[src/tcpwm_defines.svh]
`ifndef TCPWM_DEFINES_SVH
`define TCPWM_DEFINES_SVH

// Register addresses on the special-function bus
`define TCPWM_ADDR_INT_EN 8'hA9
`define TCPWM_ADDR_INT_PRI 8'hB9
`define TCPWM_ADDR_CFG 8'hD1
`define TCPWM_ADDR_CTRL 8'hD2
`define TCPWM_ADDR_PRD 8'hD3
`define TCPWM_ADDR_DITH 8'hD4
`define TCPWM_ADDR_W0 8'hD5
`define TCPWM_ADDR_W1 8'hD6
`define TCPWM_ADDR_W2 8'hD7

// Field positions
`define TCPWM_INT_EN_BIT 1
`define TCPWM_INT_PRI_BIT 1
`define TCPWM_CTRL_RUN 7
`define TCPWM_CTRL_FLAG 6
`define TCPWM_CTRL_ROUTE_LSB 3
`define TCPWM_CFG_INV_LSB 3
`define TCPWM_DITH_CH0_LSB 0
`define TCPWM_DITH_CH1_LSB 2
`define TCPWM_DITH_CH2_LSB 4

// Writable bit masks; bits outside read as zero, except CTRL bit 6, which reads the flag
`define TCPWM_INT_EN_MASK 8'h0E
`define TCPWM_INT_PRI_MASK 8'h0E
`define TCPWM_CTRL_MASK 8'hBF
`define TCPWM_CFG_MASK 8'hFF
`define TCPWM_DITH_MASK 8'h3F

// Reset values
`define TCPWM_RST_BYTE 8'h00

`endif

[src/tcpwm_pkg.sv]
package tcpwm_pkg;
  typedef logic [7:0] tcpwm_byte_t;
  typedef logic [1:0] tcpwm_dither_t;
  typedef logic [8:0] tcpwm_wide_t;

  // High width including the dither clock for this period of the group
  function automatic tcpwm_wide_t eff_width(input tcpwm_byte_t w, input tcpwm_dither_t d,
                                            input tcpwm_dither_t idx);
    eff_width = {1'b0, w} + {8'h00, (idx < d)};
  endfunction
endpackage

[src/tcpwm_period_counter.sv]
`timescale 1ns/100ps
`default_nettype none
`include "tcpwm_defines.svh"
module tcpwm_period_counter (
  input wire logic i_sys_clk, // System clock
  input wire logic i_rst_b, // Async reset, active low
  input wire logic i_clk_en, // Freezes state when low
  input wire logic i_tick, // Prescaled modulator clock pulse
  input wire logic i_run, // Module running
  input wire tcpwm_pkg::tcpwm_byte_t i_prd, // Programmed period value
  output tcpwm_pkg::tcpwm_byte_t o_cnt, // Shared count
  output tcpwm_pkg::tcpwm_byte_t o_prd_act, // Period in force
  output logic o_wrap // Pulse: last count of a period
);
  tcpwm_pkg::tcpwm_byte_t cnt_r;
  tcpwm_pkg::tcpwm_byte_t prd_r;
  wire logic at_top = (cnt_r == prd_r);

  // Wrap only counts while running, so no overflow with module off
  assign o_wrap = i_clk_en & i_run & i_tick & at_top;
  assign o_cnt = cnt_r;
  assign o_prd_act = prd_r;

  // Period reloads at the wrap so a new value never cuts a period short
  always_ff @(posedge i_sys_clk or negedge i_rst_b) begin
    if (!i_rst_b) begin
      cnt_r <= `TCPWM_RST_BYTE;
      prd_r <= `TCPWM_RST_BYTE;
    end else if (i_clk_en) begin
      if (!i_run) begin
        cnt_r <= `TCPWM_RST_BYTE;
        prd_r <= i_prd;
      end else if (i_tick && at_top) begin
        cnt_r <= `TCPWM_RST_BYTE;
        prd_r <= i_prd;
      end else if (i_tick) begin
        cnt_r <= cnt_r + 8'h01;
      end
    end
  end
endmodule
`default_nettype wire

[src/tcpwm_channel.sv]
`timescale 1ns/100ps
`default_nettype none
`include "tcpwm_defines.svh"
module tcpwm_channel (
  input wire logic i_sys_clk, // System clock
  input wire logic i_rst_b, // Async reset, active low
  input wire logic i_clk_en, // Freezes state when low
  input wire logic i_run, // Module running
  input wire logic i_wrap, // Period end pulse
  input wire tcpwm_pkg::tcpwm_byte_t i_cnt, // Shared count
  input wire tcpwm_pkg::tcpwm_byte_t i_width, // Programmed high width
  input wire tcpwm_pkg::tcpwm_dither_t i_dither, // Dither field
  input wire logic i_inv, // Polarity flip
  output logic o_wave // Registered waveform
);
  tcpwm_pkg::tcpwm_byte_t width_r;
  tcpwm_pkg::tcpwm_dither_t dith_r;
  tcpwm_pkg::tcpwm_dither_t idx_r;
  logic wave_r;
  tcpwm_pkg::tcpwm_wide_t eff;
  wire logic high_now;

  // Dither adds one clock in the first N periods of the group
  assign eff = tcpwm_pkg::eff_width(width_r, dith_r, idx_r);
  // Zero width stays low, width past the period stays high
  assign high_now = i_run & ({1'b0, i_cnt} < eff);
  assign o_wave = wave_r;

  // Settings latch at the wrap or while stopped; index steps through four periods
  always_ff @(posedge i_sys_clk or negedge i_rst_b) begin
    if (!i_rst_b) begin
      width_r <= `TCPWM_RST_BYTE;
      dith_r <= 2'h0;
      idx_r <= 2'h0;
      wave_r <= 1'b0;
    end else if (i_clk_en) begin
      wave_r <= high_now ^ i_inv;
      if (!i_run || i_wrap) begin
        width_r <= i_width;
        dith_r <= i_dither;
      end
      if (!i_run) begin
        idx_r <= 2'h0;
      end else if (i_wrap) begin
        idx_r <= idx_r + 2'h1;
      end
    end
  end
endmodule
`default_nettype wire

[src/tcpwm_top.sv]
`timescale 1ns/100ps
`default_nettype none
`include "tcpwm_defines.svh"

// Contract
// - Channel 0 high for its width setting
// - Channel 1 high for its width setting
// - Channel 2 high for its width setting
// - Channel 0 dither in bits 1..0
// - Channel 1 dither in bits 3..2
// - Channel 2 dither in bits 5..4
// - Dither zero adds no clock
// - Dither N lengthens first N periods
// - Overflow interrupt only when enable set
// - Priority bit selects high or low
// - Run enable gates counting and overflow
// - Per-channel route: waveform or port pin
// - Routes off still runs 8-bit timer
// - One counter, one shared interrupt
// - Count to period then zero
// - Hardware sets flag, software clears it
// - New width and period next period
// - Per-channel output polarity flip
module tcpwm_top (
  input wire logic i_sys_clk, // System clock, 250 MHz
  input wire logic i_rst_b, // Async reset, active low
  input wire logic i_clk_en, // Freezes all state when low
  input wire logic i_mod_tick, // Prescaled modulator clock pulse
  input wire logic [7:0] i_sfr_addr, // Register address
  input wire logic [7:0] i_sfr_wdata, // Write data
  input wire logic i_sfr_wr, // Write strobe
  input wire logic i_sfr_rd, // Read strobe
  input wire logic [2:0] i_gpio_out, // Port data for the shared pins
  output tcpwm_pkg::tcpwm_byte_t o_sfr_rdata, // Registered read data
  output logic [2:0] o_pin_out, // Level driven to the shared pins
  output logic [2:0] o_pin_route, // High where a pin carries a waveform
  output logic o_irq_req, // Shared modulator interrupt request
  output logic o_irq_high_prio // High priority selected
);
  // Register storage
  tcpwm_pkg::tcpwm_byte_t int_en_r;
  tcpwm_pkg::tcpwm_byte_t int_pri_r;
  tcpwm_pkg::tcpwm_byte_t cfg_r;
  tcpwm_pkg::tcpwm_byte_t ctrl_r;
  tcpwm_pkg::tcpwm_byte_t prd_r;
  tcpwm_pkg::tcpwm_byte_t dith_r;
  tcpwm_pkg::tcpwm_byte_t width0_r;
  tcpwm_pkg::tcpwm_byte_t width1_r;
  tcpwm_pkg::tcpwm_byte_t width2_r;
  logic flag_r;
  tcpwm_pkg::tcpwm_byte_t rdata_r;
  logic [2:0] pin_r;

  // Counter and channel wiring
  tcpwm_pkg::tcpwm_byte_t cnt;
  tcpwm_pkg::tcpwm_byte_t prd_act;
  logic wrap;
  logic [2:0] wave;

  // Address decode
  wire logic hit_int_en = (i_sfr_addr == `TCPWM_ADDR_INT_EN);
  wire logic hit_int_pri = (i_sfr_addr == `TCPWM_ADDR_INT_PRI);
  wire logic hit_cfg = (i_sfr_addr == `TCPWM_ADDR_CFG);
  wire logic hit_ctrl = (i_sfr_addr == `TCPWM_ADDR_CTRL);
  wire logic hit_prd = (i_sfr_addr == `TCPWM_ADDR_PRD);
  wire logic hit_dith = (i_sfr_addr == `TCPWM_ADDR_DITH);
  wire logic hit_w0 = (i_sfr_addr == `TCPWM_ADDR_W0);
  wire logic hit_w1 = (i_sfr_addr == `TCPWM_ADDR_W1);
  wire logic hit_w2 = (i_sfr_addr == `TCPWM_ADDR_W2);
  wire logic wr_ctrl = i_sfr_wr & hit_ctrl;

  // Named controls pulled from the registers
  wire logic modulator_run_enable = ctrl_r[`TCPWM_CTRL_RUN];
  wire logic [2:0] channel_pin_route_enable = ctrl_r[`TCPWM_CTRL_ROUTE_LSB +: 3];
  wire logic modulator_irq_enable = int_en_r[`TCPWM_INT_EN_BIT];
  wire logic modulator_irq_priority = int_pri_r[`TCPWM_INT_PRI_BIT];
  wire logic ch0_polarity_flip = cfg_r[`TCPWM_CFG_INV_LSB];
  wire logic ch1_polarity_flip = cfg_r[`TCPWM_CFG_INV_LSB + 1];
  wire logic ch2_polarity_flip = cfg_r[`TCPWM_CFG_INV_LSB + 2];
  wire tcpwm_pkg::tcpwm_dither_t ch0_dither_value = dith_r[`TCPWM_DITH_CH0_LSB +: 2];
  wire tcpwm_pkg::tcpwm_dither_t ch1_dither_value = dith_r[`TCPWM_DITH_CH1_LSB +: 2];
  wire tcpwm_pkg::tcpwm_dither_t ch2_dither_value = dith_r[`TCPWM_DITH_CH2_LSB +: 2];

  // Flag clear only by writing zero; a wrap in the same cycle still wins
  wire logic flag_clr = wr_ctrl & ~i_sfr_wdata[`TCPWM_CTRL_FLAG];
  wire logic flag_nxt = wrap | (flag_r & ~flag_clr);

  // Read mux; unmapped addresses and reserved bits read zero
  tcpwm_pkg::tcpwm_byte_t rd_mux;
  assign rd_mux = ({8{hit_int_en}} & int_en_r) |
                  ({8{hit_int_pri}} & int_pri_r) |
                  ({8{hit_cfg}} & cfg_r) |
                  ({8{hit_ctrl}} & (ctrl_r | {1'b0, flag_r, 6'h00})) |
                  ({8{hit_prd}} & prd_r) |
                  ({8{hit_dith}} & dith_r) |
                  ({8{hit_w0}} & width0_r) |
                  ({8{hit_w1}} & width1_r) |
                  ({8{hit_w2}} & width2_r);

  // Pin mux: routed channels carry the waveform, others follow the port
  wire logic [2:0] pin_nxt = (channel_pin_route_enable & wave) |
                             (~channel_pin_route_enable & i_gpio_out);

  // Interrupt ties to the one shared flag, never to any route bit
  assign o_irq_req = flag_r & modulator_irq_enable;
  assign o_irq_high_prio = modulator_irq_priority;
  assign o_sfr_rdata = rdata_r;
  assign o_pin_out = pin_r;
  assign o_pin_route = channel_pin_route_enable;

  // Register writes; each keeps only its implemented bits
  always_ff @(posedge i_sys_clk or negedge i_rst_b) begin
    if (!i_rst_b) begin
      int_en_r <= `TCPWM_RST_BYTE;
      int_pri_r <= `TCPWM_RST_BYTE;
      cfg_r <= `TCPWM_RST_BYTE;
      ctrl_r <= `TCPWM_RST_BYTE;
      prd_r <= `TCPWM_RST_BYTE;
      dith_r <= `TCPWM_RST_BYTE;
    end else if (i_clk_en && i_sfr_wr) begin
      if (hit_int_en) begin
        int_en_r <= i_sfr_wdata & `TCPWM_INT_EN_MASK;
      end
      if (hit_int_pri) begin
        int_pri_r <= i_sfr_wdata & `TCPWM_INT_PRI_MASK;
      end
      if (hit_cfg) begin
        cfg_r <= i_sfr_wdata & `TCPWM_CFG_MASK;
      end
      if (hit_ctrl) begin
        ctrl_r <= i_sfr_wdata & `TCPWM_CTRL_MASK;
      end
      if (hit_prd) begin
        prd_r <= i_sfr_wdata;
      end
      if (hit_dith) begin
        dith_r <= i_sfr_wdata & `TCPWM_DITH_MASK;
      end
    end
  end

  // Width settings; the channels take them only at the period end or while stopped
  always_ff @(posedge i_sys_clk or negedge i_rst_b) begin
    if (!i_rst_b) begin
      width0_r <= `TCPWM_RST_BYTE;
      width1_r <= `TCPWM_RST_BYTE;
      width2_r <= `TCPWM_RST_BYTE;
    end else if (i_clk_en && i_sfr_wr) begin
      if (hit_w0) begin
        width0_r <= i_sfr_wdata;
      end
      if (hit_w1) begin
        width1_r <= i_sfr_wdata;
      end
      if (hit_w2) begin
        width2_r <= i_sfr_wdata;
      end
    end
  end

  // Overflow flag, read data and pin levels
  always_ff @(posedge i_sys_clk or negedge i_rst_b) begin
    if (!i_rst_b) begin
      flag_r <= 1'b0;
      rdata_r <= `TCPWM_RST_BYTE;
      pin_r <= 3'h0;
    end else if (i_clk_en) begin
      flag_r <= flag_nxt;
      pin_r <= pin_nxt;
      if (i_sfr_rd) begin
        rdata_r <= rd_mux;
      end
    end
  end

  // One period counter serves all three channels
  tcpwm_period_counter u_counter (
    .i_sys_clk(i_sys_clk),
    .i_rst_b(i_rst_b),
    .i_clk_en(i_clk_en),
    .i_tick(i_mod_tick),
    .i_run(modulator_run_enable),
    .i_prd(prd_r),
    .o_cnt(cnt),
    .o_prd_act(prd_act),
    .o_wrap(wrap)
  );

  tcpwm_channel u_ch0 (
    .i_sys_clk(i_sys_clk),
    .i_rst_b(i_rst_b),
    .i_clk_en(i_clk_en),
    .i_run(modulator_run_enable),
    .i_wrap(wrap),
    .i_cnt(cnt),
    .i_width(width0_r),
    .i_dither(ch0_dither_value),
    .i_inv(ch0_polarity_flip),
    .o_wave(wave[0])
  );

  tcpwm_channel u_ch1 (
    .i_sys_clk(i_sys_clk),
    .i_rst_b(i_rst_b),
    .i_clk_en(i_clk_en),
    .i_run(modulator_run_enable),
    .i_wrap(wrap),
    .i_cnt(cnt),
    .i_width(width1_r),
    .i_dither(ch1_dither_value),
    .i_inv(ch1_polarity_flip),
    .o_wave(wave[1])
  );

  tcpwm_channel u_ch2 (
    .i_sys_clk(i_sys_clk),
    .i_rst_b(i_rst_b),
    .i_clk_en(i_clk_en),
    .i_run(modulator_run_enable),
    .i_wrap(wrap),
    .i_cnt(cnt),
    .i_width(width2_r),
    .i_dither(ch2_dither_value),
    .i_inv(ch2_polarity_flip),
    .o_wave(wave[2])
  );
endmodule
`default_nettype wire

[config.mk]
export PLATFORM = sky130hd
export DESIGN_NAME = tcpwm_top
export DESIGN_NICKNAME = d
export VERILOG_FILES = /design/src/tcpwm_pkg.sv /design/src/tcpwm_period_counter.sv /design/src/tcpwm_channel.sv /design/src/tcpwm_top.sv
export VERILOG_INCLUDE_DIRS = /design/src
export SDC_FILE = /design/constraint.sdc
export NUM_CORES = 1
export LEC_CHECK = 0
export ABC_CLOCK_PERIOD_IN_PS = 5400
export BUFFER_PORTS_ARGS = -buffer_cell sky130_fd_sc_hd__buf_2
export CAP_MARGIN = 10
export CORE_ASPECT_RATIO = 0.5
export CORE_MARGIN = 3
export CORE_UTILIZATION = 65
export DETAILED_ROUTE_END_ITERATION = 12
export PLACE_DENSITY = 0.84
export SLEW_MARGIN = 20
export SYNTH_ARGS = -nofsm -noshare
export SYNTH_HDL_FRONTEND = slang
export SYNTH_SLANG_ARGS = --single-unit
[constraint.sdc]
create_clock -name i_sys_clk -period 5.4 [get_ports i_sys_clk]
set_input_delay 0.54 -clock i_sys_clk [delete_from_list [all_inputs] [get_ports i_sys_clk]]
set_output_delay 0.54 -clock i_sys_clk [all_outputs]
set_load 0.05 [all_outputs]
==> metrics.md, run 1 <==
| Metric | Value |
|---|---|
| Status | `finished, final reports clean` |
| Max-cap violations | `0` |
| Logic gate share of total power | `0.164` |
| CORE AREA | `9760 um^2` |
| Pwr/cell area | `357 nW/um^2` |
| Vias per Instance | `6.65` |
| Most common cell in the synthesized netlist | `dfrtp_1` |
| DP HPWL | `11.5 mm` |
| Cells after synthesis | `560` |
| Global-route track usage on met1 | `0.460` |
| Tmin final | `3.11 ns` |
| Clk network pwr share | `0.421` |
| Final RePlAce weighted congestion | `0.824` |
| Final setup TNS | `0 ns` |
| Switch share | `0.299` |
| Clock root buffer | `clkbuf_16` |
| # diodes | `0` |
| PortBufs | `40` |
| Power Internal | `1.91 mW` |
| Synthesized Nets | `619` |
| GR Util met2 | `0.489` |
| EDFF count, synth | `0` |
| Pin slew with the least headroom to its limit | `0.855 ns` |
| DRC viols | `0` |
| Fin area | `7610 um^2` |
| Routed len/inst | `23.6 um` |
| GRT Total Usage | `0.327` |
| Post-placement cell area | `7010 um^2` |
| Routed Wire Length | `17.7 mm` |
| Crit end category | `flip-flop` |
| Area of the multi-input gates | `3430 um^2` |
| Layout area overhead | `13.0%` |
| Initial antenna violation count | `1` |
| HP Class | `in -> async` |
| Chip Width | `150 um` |
| Post-CTS Hold Fix Bufs | `0` |
| Nets | `660` |
| RR Startpoint | `u_ch2.idx_r[1]` |
| Fillers | `562` |
| RR Endpoint | `u_ch2.o_wave` |
| Global route total overflow | `0` |
| Mean area per synthesized cell | `12.0 um^2` |
| Die area | `11700 um^2` |
| CTS tree | `done` |
| Vias in the first global route | `4894` |
| Post-CTS setup buffers | `0` |
| Clock tree buffer depth | `2` |
| Worst skew pair latency | `0.42 ns` |
| Skew final | `0.0199 ns` |
| Area leader, netlist | `dfrtp_1` |
| Crit path required time | `5.75 ns` |
| Setup CP Type | `reg -> reg` |
| Pin count of the biggest net entering global routing | `85` |
| Detail Route Antenna Nets | `0` |
| Top cell type's share of synthesized area | `0.468` |
| Synthesized cell area | `6740 um^2` |
| FMAX | `322 MHz` |
| Starting density of the core | `0.691` |
| Met3 GRT Util | `0.110` |
| Slew Viols, Final | `0` |
| Synth Register Bits | `126` |
| Most Crowded Layer GR | `met2` |
| Final Cycle Share | `0.575` |
| First-pass GRT wire length | `28.2 mm` |
| Count of cell types in the netlist | `58` |
| Main synth FF type | `dfrtp_1` |
| Share of layout cells above drive strength 1 | `0.319` |
| # setup viols final | `0` |
| Leakage | `3.66 nW` |
| Yosys warnings | `0` |
| Synth async-reset ratio | `1.00` |
| TritonCTS Sinks | `126` |
| CP arrival | `3.46 ns` |
| Register area share after synthesis | `0.468` |
| Chip height | `78 um` |
| Std-Cell Rows | `25` |
| Worst-case reg-to-reg path depth | `12` |
| Num CTS Buffers | `17` |
| Iteration count of the initial detailed-routing pass | `6` |
| Crit-path max FO | `4` |
| Post-CTS Resized | `0` |
| Hold Fails Final Rpt | `0` |
| Sequential cell area | `3150 um^2` |
| Ranking of synthesized cells by area | `dfrtp_1, mux2_2, ha_1, xor2_1, mux2_4` |
| Reg2reg setup slack | `2.29 ns` |
| Setup crit start kind | `flip-flop` |
| Synth cell count leaders | `dfrtp_1, mux2_2, ha_1` |
| CTS clock-pin slew for the worst setup and hold paths | `0.06 ns` |
| Reg power frac | `0.415` |
| RSZ-0062 raised after global routing | `no` |
| Io pins | `41` |
| Peak VDD IR | `0.275 mV` |
| Sw Pwr | `0.813 mW` |
| Max_slew headroom | `0.430` |
| Detailed router's first-iteration violation count | `526` |
| H-tree Lvls | `4` |
| Via count | `4984` |
## worst max path at each step
stage / from / to / slack, ns / cells after the start
finish: u_ch2.idx_r[1] / u_ch2.o_wave / 2.29 / 12
global route: u_ch2.idx_r[1] / u_ch2.o_wave / 2.09 / 12
CTS: u_ch2.idx_r[1] / u_ch2.o_wave / 2.31 / 12
detailed placement: u_ch2.idx_r[1] / u_ch2.o_wave / 2.34 / 12
global placement: u_ch2.idx_r[1] / u_ch2.o_wave / 2.49 / 12
floorplan: u_ch2.idx_r[1] / u_ch2.o_wave / 2.60 / 11
## logic make-up after synthesis
group,synth area share
buffers and inverters,0.0241
XOR/XNOR,0.0403
AO/OA/AOI/OAI,0.0804
AND/OR/NAND/NOR,0.109
multiplexers,0.215
flip-flops,0.468
adder cells (fa/ha/maj),0.0631
## cells in the final DEF (no fill, tap or decap), types with 6 or more instances in the layout
cell / count
mux2_4: 10
inv_1: 9
nand2_1: 29
clkbuf_16: 17
o21ai_0: 15
nand2b_1: 10
mux2i_1: 14
a21oi_1: 20
nand4_1: 11
xnor2_1: 12
nand3_1: 18
dfrtp_1: 126
mux2_2: 95
a22oi_1: 6
nor2_1: 29
ha_1: 34
buf_2: 39
xor2_1: 19
## critical path, cell delays in order, from the launching register on
cell and delay, ns:
dfrtp_1 0.41, ha_1 0.31, a21oi_1 0.22, ha_1 0.19
ha_1 0.21, nand2_1 0.08, xor2_1 0.15, ha_1 0.32
and4_1 0.18, a2111oi_0 0.37, o31ai_1 0.17, a211oi_1 0.26
a311o_1 0.16
## area by class of cell
cell class              instances  area share
flip-flops and latches        126       0.414
multi-input cells             403       0.451
well taps                     135      0.0222
clock inverters                14      0.0212
clock buffers                  18      0.0564
repair buffers                 44      0.0311
inverters                       9     0.00444
## metrics by stage
step                instances  hold slack, ns  total power [mW]   util  setup slack (ns)
CTS                       749           0.342              2.72  0.779              2.31
global placement          717           0.465              1.55  0.718              2.49
global route              749           0.215              2.84  0.780              2.09
detailed placement        717           0.472              1.58  0.718              2.34
finish                    749           0.144              2.72  0.780              2.29
floorplan                 560           0.244              1.44      -              2.60
## power by group through the flow
stage | Clock, mW | Combinational (mW) | Sequential [mW]
6_report | 1.14 | 0.447 | 1.13
3_3_place_gp | 0 | 0.419 | 1.14
3_5_place_dp | 0 | 0.438 | 1.14
2_1_floorplan | 0 | 0.344 | 1.09
5_1_grt | 1.20 | 0.503 | 1.14
4_1_cts | 1.15 | 0.445 | 1.12
## routing by layer
metal / up-vias / wire, um
li1: 2150 / -
met1: 2480 / 7470
met2: 306 / 7770
met3: 48 / 2090
met5: - / 0
met4: 0 / 367
Power figures use the tool's default switching activity.
==> run 2, diff against run 1 <==
Settings changed: ABC_CLOCK_PERIOD_IN_PS 5400 to 3000, CORE_UTILIZATION 65 to 61, PLACE_DENSITY 0.84 to 0.8.
Clock period 5.4 ns to 3 ns, I/O delays scaled along.
==> run 2 against run 1 <==
Against the previous run: sequential power increased by 74%; sequential share of layout area shrank 1.0 points; routed wire length down 0.81%; cell count rose by 2.4%; critical path type unchanged; critical endpoint unchanged.
==> metrics.md, run 2 (synthesis results as in run 1) <==
| Metric | Value |
|---|---|
| GRT Total Usage | `0.297 (-0.0293)` |
| Leakage | `3.74 nW (+2.0%)` |
| Critical path's top delay family | `compound AO/OA/AOI/OAI gates` |
| CTS clock-pin slew for the worst setup and hold paths | `0.06 ns (about the same)` |
| Global route total overflow | `0 (unchanged)` |
| Initial antenna violation count | `0 (-1)` |
| Pwr/cell area | `647 nW/um^2 (+81%)` |
| Most frequent CP cell | `ha_1` |
| Largest stage delay, worst path | `0.34 ns (-0.07 ns)` |
| Most common cell after layout, fill and taps aside | `dfrtp_1` |
| Setup crit start kind | `flip-flop` |
| Worst skew pair latency | `0.41 ns (about the same)` |
| Routed Wire Length | `17.6 mm (-0.81%)` |
| First-pass GRT wire length | `27.4 mm (-2.8%)` |
| Vias per Instance | `6.45 (-3.0%)` |
| Power consumption | `5.05 mW (+86%)` |
| Most frequent cells in the layout | `dfrtp_1, mux2_2, buf_2, ha_1, nor2_1` |
| CP arrival | `3.17 ns (-0.29 ns)` |
| Max-cap violations | `0 (unchanged)` |
| Logic gate share of total power | `0.196 (+0.032)` |
| Crit path required time | `3.30 ns (-2.45 ns)` |
| Clock root buffer | `clkbuf_16` |
| Vias in the first global route | `4943 (+1.0%)` |
| Num CTS Buffers | `17 (unchanged)` |
| TritonCTS Sinks | `126 (unchanged)` |
| Switch share | `0.296 (-0.00274)` |
| Reg2reg setup slack | `0.13 ns (-2.17 ns)` |
| Reg power frac | `0.390 (-0.025)` |
| Std-Cell Rows | `26 (+4.0%)` |
| Die area | `12400 um^2 (+6.2%)` |
| Io pins | `41 (unchanged)` |
| H-tree Lvls | `4 (unchanged)` |
| Final Cycle Share | `0.958 (+0.383)` |
| Chip height | `80.3 um (+3.0%)` |
| Setup CP Type | `reg -> reg` |
| # setup viols final | `0 (unchanged)` |
| Layout area overhead | `15.8%` |
| RSZ-0062 raised after global routing | `yes` |
| Hold Fails Final Rpt | `0 (unchanged)` |
| Slew Viols, Final | `0 (unchanged)` |
| DRC viols | `0 (unchanged)` |
| Sw Pwr | `1.50 mW (+84%)` |
| Starting density of the core | `0.643 (-0.0472)` |
| Power Internal | `3.55 mW (+86%)` |
| Detail Route Antenna Nets | `0 (unchanged)` |
| Skew final | `0.00955 ns (-0.0104 ns)` |
| Pin count of the biggest net entering global routing | `55 (-35%)` |
| Worst path bufs/invs | `1 (+1)` |
| Clk network pwr share | `0.414 (-0.007)` |
| Crit end category | `flip-flop` |
| Peak VDD IR | `0.422 mV (+54%)` |
| Clock tree buffer depth | `2 (unchanged)` |
| Max_slew headroom | `0.515 (+0.0850)` |
| FMAX | `348 MHz (+8.1%)` |
| Crit-path slowest cell | `dfrtp_1` |
| Via count | `4949 (-0.70%)` |
| Tmin final | `2.87 ns (-0.232 ns)` |
| Detailed router's first-iteration violation count | `503 (-4.4%)` |
| Nets | `673 (+2.0%)` |
| PortBufs | `40 (unchanged)` |
| Post-placement cell area | `7110 um^2 (+1.4%)` |
| Chip Width | `155 um (+3.1%)` |
| Iteration count of the initial detailed-routing pass | `5 (-1)` |
| Final RePlAce weighted congestion | `0.882 (+7.0%)` |
| Share of layout cells above drive strength 1 | `0.352 (+0.0333)` |
| Crit-path cells | `inv_1 -> ha_1 -> a21oi_2 -> ha_2 -> ha_4 -> nand2_2 -> xor2_1 -> ha_1 -> a21o_1 -> a2111oi_4 -> o31ai_2 -> a311o_1` |
| Final setup TNS | `0 ns (unchanged)` |
| # diodes | `0 (unchanged)` |
| CORE AREA | `10500 um^2 (+7.3%)` |
| Routed len/inst | `22.9 um (-3.1%)` |
| Hold_ws | `0.199 ns (+0.0554 ns)` |
| Fillers | `659 (+17%)` |
| Status | `finished, final reports clean` |
| Fin area | `7800 um^2 (+2.5%)` |
| Crit-path max FO | `4 (unchanged)` |
| Pin slew with the least headroom to its limit | `0.727 ns (-0.127 ns)` |
| CTS tree | `done` |
| HP Class | `in -> reg` |
| DP HPWL | `12.2 mm (+5.9%)` |
## run 2: changes by cell type in the layout (fill, tap and decap cells not counted), moves of 3 or more
cell and delta:
buf_4 +12, a21oi_2 +3, a21oi_1 -3, inv_6 +3
ha_1 -3
## run 2: metal layers
| metal | vias up | track usage | wire (um) |
|---|---|---|---|
| li1 | 2181 | - | - |
| met1 | 2503 | 0.423 | 7700 |
| met2 | 236 | 0.447 | 7810 |
| met3 | 29 | 0.0936 | 1820 |
| met4 | 0 | 0.0740 | 227 |
| met5 | - | 0 | 0 |
## run 2: worst register-to-register path, delay by kind of cell (launching register included)
family	cells	cell delay, ns
buf+inv	1	0.04
fa+ha+maj	4	1.01
flops	1	0.34
xor+xnor	1	0.14
compound gates	5	1.18
simple gates	1	0.05
## run 2: per-stage QoR
stage	utilization	setup slack [ns]	instances
floorplan	-	0.202	560
global placement	0.679	0.0854	733
detailed placement	0.679	-0.0856	733
CTS	0.739	0.0376	766
global route	0.745	-0.0245	767
finish	0.745	0.125	767
## run 2: final timing paths
kind | start | end | cells past startpoint
max | u_ch2.dith_r[1] | u_ch2.o_wave | 12
max reg2reg | u_ch2.dith_r[1] | u_ch2.o_wave | 12
min in group asynchronous | i_rst_b | u_ch2.width_r[6] | 2
max in group asynchronous | i_rst_b | prd_r[4] | 3
min reg2reg | o_sfr_rdata[7] | o_sfr_rdata[7] | 2
min | i_sfr_rd | o_sfr_rdata[1] | 3
## run 2: what timing repair did
action                                  in CTS  in global routing
endpoints found under the hold margin       43                  0
gates cloned                                 0                  0
endpoints found under the setup margin       1                  3
pin swaps                                    1                  7
hold buffers                                 1                  0
buffers inserted                             0                  1
resized for setup                            3                 12
## run 2: power groups by stage
stage / combinational (mW) / clock [mW] / sequential [mW]
detailed placement: 0.912 / 0 / 1.99
floorplan: 0.619 / 0 / 1.97
global route: 1.10 / 2.20 / 1.98
global placement: 0.875 / 0 / 1.98
CTS: 0.936 / 2.11 / 1.96
finish: 0.988 / 2.09 / 1.97
## run 2: final cells by class
| class | count | area [um^2] | area share |
|---|---|---|---|
| clock buffer | 19 | 453 | 0.0581 |
| clock inverter | 13 | 151 | 0.0194 |
| inverter | 9 | 33.8 | 0.00433 |
| multi-input combinational | 403 | 3490 | 0.447 |
| sequential | 126 | 3150 | 0.404 |
| tap | 140 | 175 | 0.0225 |
| timing repair buffer | 57 | 345 | 0.0443 |
==> run 3, diff against run 2 <==
Settings changed: BUFFER_PORTS_ARGS -buffer_cell sky130_fd_sc_hd__buf_2 to -buffer_cell sky130_fd_sc_hd__clkbuf_2, CORE_MARGIN 3 to not set, CTS_CLUSTER_DIAMETER set to 80.
==> run 3 against run 2 <==
Against the previous run: power up 0.85%; register-to-register slack worse by 0.04 ns; die area down 7.4%; worst hold slack worse by 0.0056 ns; non-clock buffer count up 4; cell count up 0.52%; utilization about the same; via count up 0.24%; critical path depth down 1; maximum frequency down 1.3%; flip-flop and latch count unchanged; design area about the same.
==> metrics.md, run 3 (synthesis results as in run 1) <==
| Metric | Value |
|---|---|
| Status | `finished, final reports clean` |
| Power Internal | `3.58 mW (+0.81%)` |
| Critical path's top delay family | `compound AO/OA/AOI/OAI gates` |
| # diodes | `0 (unchanged)` |
| Pin count of the biggest net entering global routing | `49 (-11%)` |
| Sequential cell area | `3150 um^2 (unchanged)` |
| CP arrival | `3.21 ns (+0.04 ns)` |
| H-tree Lvls | `4 (unchanged)` |
| Worst-case reg-to-reg path depth | `11 (-1)` |
| Hold Fails Final Rpt | `0 (unchanged)` |
| Crit-path slowest cell | `dfrtp_1` |
| Crit-path cells | `ha_1 -> a21oi_2 -> ha_1 -> ha_2 -> nand2_1 -> xor2_1 -> ha_1 -> a21o_1 -> a2111oi_4 -> o31ai_2 -> a311o_1` |
| Most Crowded Layer GR | `met1` |
| PortBufs | `40 (unchanged)` |
| CTS clock-pin slew for the worst setup and hold paths | `0.06 ns (about the same)` |
| CP Capture Point | `u_ch2.o_wave` |
| Vias in the first global route | `4941 (-0.040%)` |
| Global route total overflow | `0 (unchanged)` |
| RR Startpoint | `u_ch2.idx_r[1]` |
| FMAX | `343 MHz (-1.3%)` |
| Nets | `677 (+0.59%)` |
| Area of the multi-input gates | `3470 um^2 (-0.72%)` |
| Share of layout cells above drive strength 1 | `0.347 (-0.00540)` |
| Fin area | `7800 um^2 (about the same)` |
| Crit-path max FO | `4 (unchanged)` |
| Setup crit start kind | `flip-flop` |
| Final RePlAce weighted congestion | `0.831 (-5.8%)` |
| Worst path bufs/invs | `0 (-1)` |
| Routed len/inst | `23.4 um (+2.0%)` |
| Worst setup margin | `0.0878 ns (-0.0377 ns)` |
| Iteration count of the initial detailed-routing pass | `6 (+1)` |
| Slew Viols, Final | `0 (unchanged)` |
| Fillers | `648 (-1.7%)` |
| Sw Pwr | `1.51 mW (+0.94%)` |
| Pwr/cell area | `653 nW/um^2 (+0.90%)` |
| Skew final | `0.0109 ns (+0.00135 ns)` |
| Chip Width | `151 um (-2.6%)` |
| Logic gate share of total power | `0.194 (-0.002)` |
| Clk network pwr share | `0.421 (+0.007)` |
| Starting density of the core | `0.643 (unchanged)` |
| Clock root buffer | `clkbuf_16` |
| Crit path required time | `3.30 ns (about the same)` |
| Vias per Instance | `6.43 (-0.28%)` |
| Routed Wire Length | `18.0 mm (+2.5%)` |
| Num CTS Buffers | `17 (unchanged)` |
| DRC viols | `0 (unchanged)` |
| GR Util met2 | `0.476 (+0.0295)` |
| DP HPWL | `12.2 mm (-0.28%)` |
| Post-placement cell area | `7130 um^2 (+0.25%)` |
| Max_slew headroom | `0.528 (+0.0133)` |
| RR Endpoint | `u_ch2.o_wave` |
| HP Class | `in -> reg` |
| Reg power frac | `0.386 (-0.004)` |
| Detail Route Antenna Nets | `0 (unchanged)` |
| WP depth | `11 (-1)` |
| Leakage | `3.74 nW (+0.16%)` |
| Initial antenna violation count | `0 (unchanged)` |
| Setup CP Type | `reg -> reg` |
| Most frequent CP cell | `ha_1` |
| Reg2reg setup slack | `0.09 ns (-0.04 ns)` |
| Crit end category | `flip-flop` |
| Final Cycle Share | `0.971 (+0.0126)` |
| Pin slew with the least headroom to its limit | `0.703 ns (-0.0237 ns)` |
| Std-Cell Rows | `26 (unchanged)` |
| Peak VDD IR | `0.396 mV (-6.2%)` |
| # setup viols final | `0 (unchanged)` |
| Via count | `4961 (+0.24%)` |
| Chip height | `76.3 um (-5.0%)` |
| Io pins | `41 (unchanged)` |
| Worst skew pair latency | `0.42 ns (about the same)` |
| Die area | `11500 um^2 (-7.4%)` |
| Pre-CTS setup slack | `-0.0485 ns (+0.0371 ns)` |
| Final setup TNS | `0 ns (unchanged)` |
| CTS tree | `done` |
| Most frequent cells in the layout | `dfrtp_1, mux2_2, clkbuf_2, ha_1` |
| CP startpoint | `u_ch2.idx_r[1]` |
| Largest stage delay, worst path | `0.40 ns (+0.06 ns)` |
| TritonCTS Sinks | `126 (unchanged)` |
| Max-cap violations | `0 (unchanged)` |
| RSZ-0062 raised after global routing | `yes` |
| Switch share | `0.296 (about the same)` |
| GRT Total Usage | `0.341 (+0.0435)` |
| Most common cell after layout, fill and taps aside | `dfrtp_1` |
| Clock tree buffer depth | `2 (unchanged)` |
| Detailed router's first-iteration violation count | `377 (-25%)` |
| First-pass GRT wire length | `28.3 mm (+3.3%)` |
| Global-route track usage on met1 | `0.494 (+0.0713)` |
| CORE AREA | `10500 um^2 (unchanged)` |
| Tmin final | `2.91 ns (+0.0377 ns)` |
| Met3 GRT Util | `0.117 (+0.0231)` |
| Layout area overhead | `15.7% (about the same)` |
-- run 3: cell types whose count changed in the layout (fill, tap and decap cells not counted), moves of 2 or more --
cell and change:
clkbuf_2 +39, buf_4 +5, buf_2 -39, clkinvlp_4 +2, clkbuf_8 -2, ha_1 +2
-- run 3: timing repair --
action | in CTS | in global routing
gates resized for setup | 2 | 7
buffers inserted | 0 | 1
setup endpoints to repair | 1 | 3
hold buffers | 1 | 0
pin swaps | 0 | 1
endpoints found under the hold margin | 45 | 0
-- run 3: area by class of cell --
type	count	share of cell area
timing repair buffer	61	0.0465
tap	140	0.0225
multi-input combinational	403	0.444
clock buffer	18	0.0550
inverter	9	0.00433
sequential	126	0.404
clock inverter	14	0.0229
-- run 3: metal layers --
metal | vias up | routed length (um)
met5 | - | 0
met4 | 0 | 347
met3 | 34 | 1800
met2 | 265 | 7860
met1 | 2477 | 8000
li1 | 2185 | -
-- run 3: stage by stage --
step                utilization  std cells  power, mW  hold WS, ns
floorplan                     -        560       2.59      0.00441
finish                    0.745        771       5.09        0.193
global route              0.745        771       5.29        0.217
CTS                       0.740        770       5.06        0.184
global placement          0.681        737       2.86        0.340
detailed placement        0.681        737       2.91        0.345
-- run 3: how the worst min path moves through the flow --
stage | startpoint | endpoint | slack, ns | cells after the start
floorplan | i_rst_b | cfg_r[0] | 0.004 | 0
global placement | i_rst_b | width0_r[0] | 0.34 | 1
detailed placement | i_rst_b | width0_r[2] | 0.35 | 1
CTS | i_gpio_out[2] | o_pin_out[2] | 0.18 | 3
global route | i_gpio_out[0] | o_pin_out[0] | 0.22 | 3
finish | i_gpio_out[2] | o_pin_out[2] | 0.19 | 3
-- run 3: worst register-to-register path, stage by stage, from the launching register on --
cell,delay [ns]
dfrtp_1,0.40
ha_1,0.32
a21oi_2,0.16
ha_1,0.17
ha_2,0.20
nand2_1,0.07
xor2_1,0.14
ha_1,0.31
a21o_1,0.20
a2111oi_4,0.36
o31ai_2,0.13
a311o_1,0.33
-- run 3: power by group through the flow --
stage | combinational, mW | clock (mW) | sequential (mW)
after floorplan | 0.619 | 0 | 1.97
after global routing | 1.08 | 2.24 | 1.97
after CTS | 0.947 | 2.15 | 1.96
final | 0.987 | 2.14 | 1.96
after detailed placement | 0.926 | 0 | 1.98
after global placement | 0.884 | 0 | 1.98
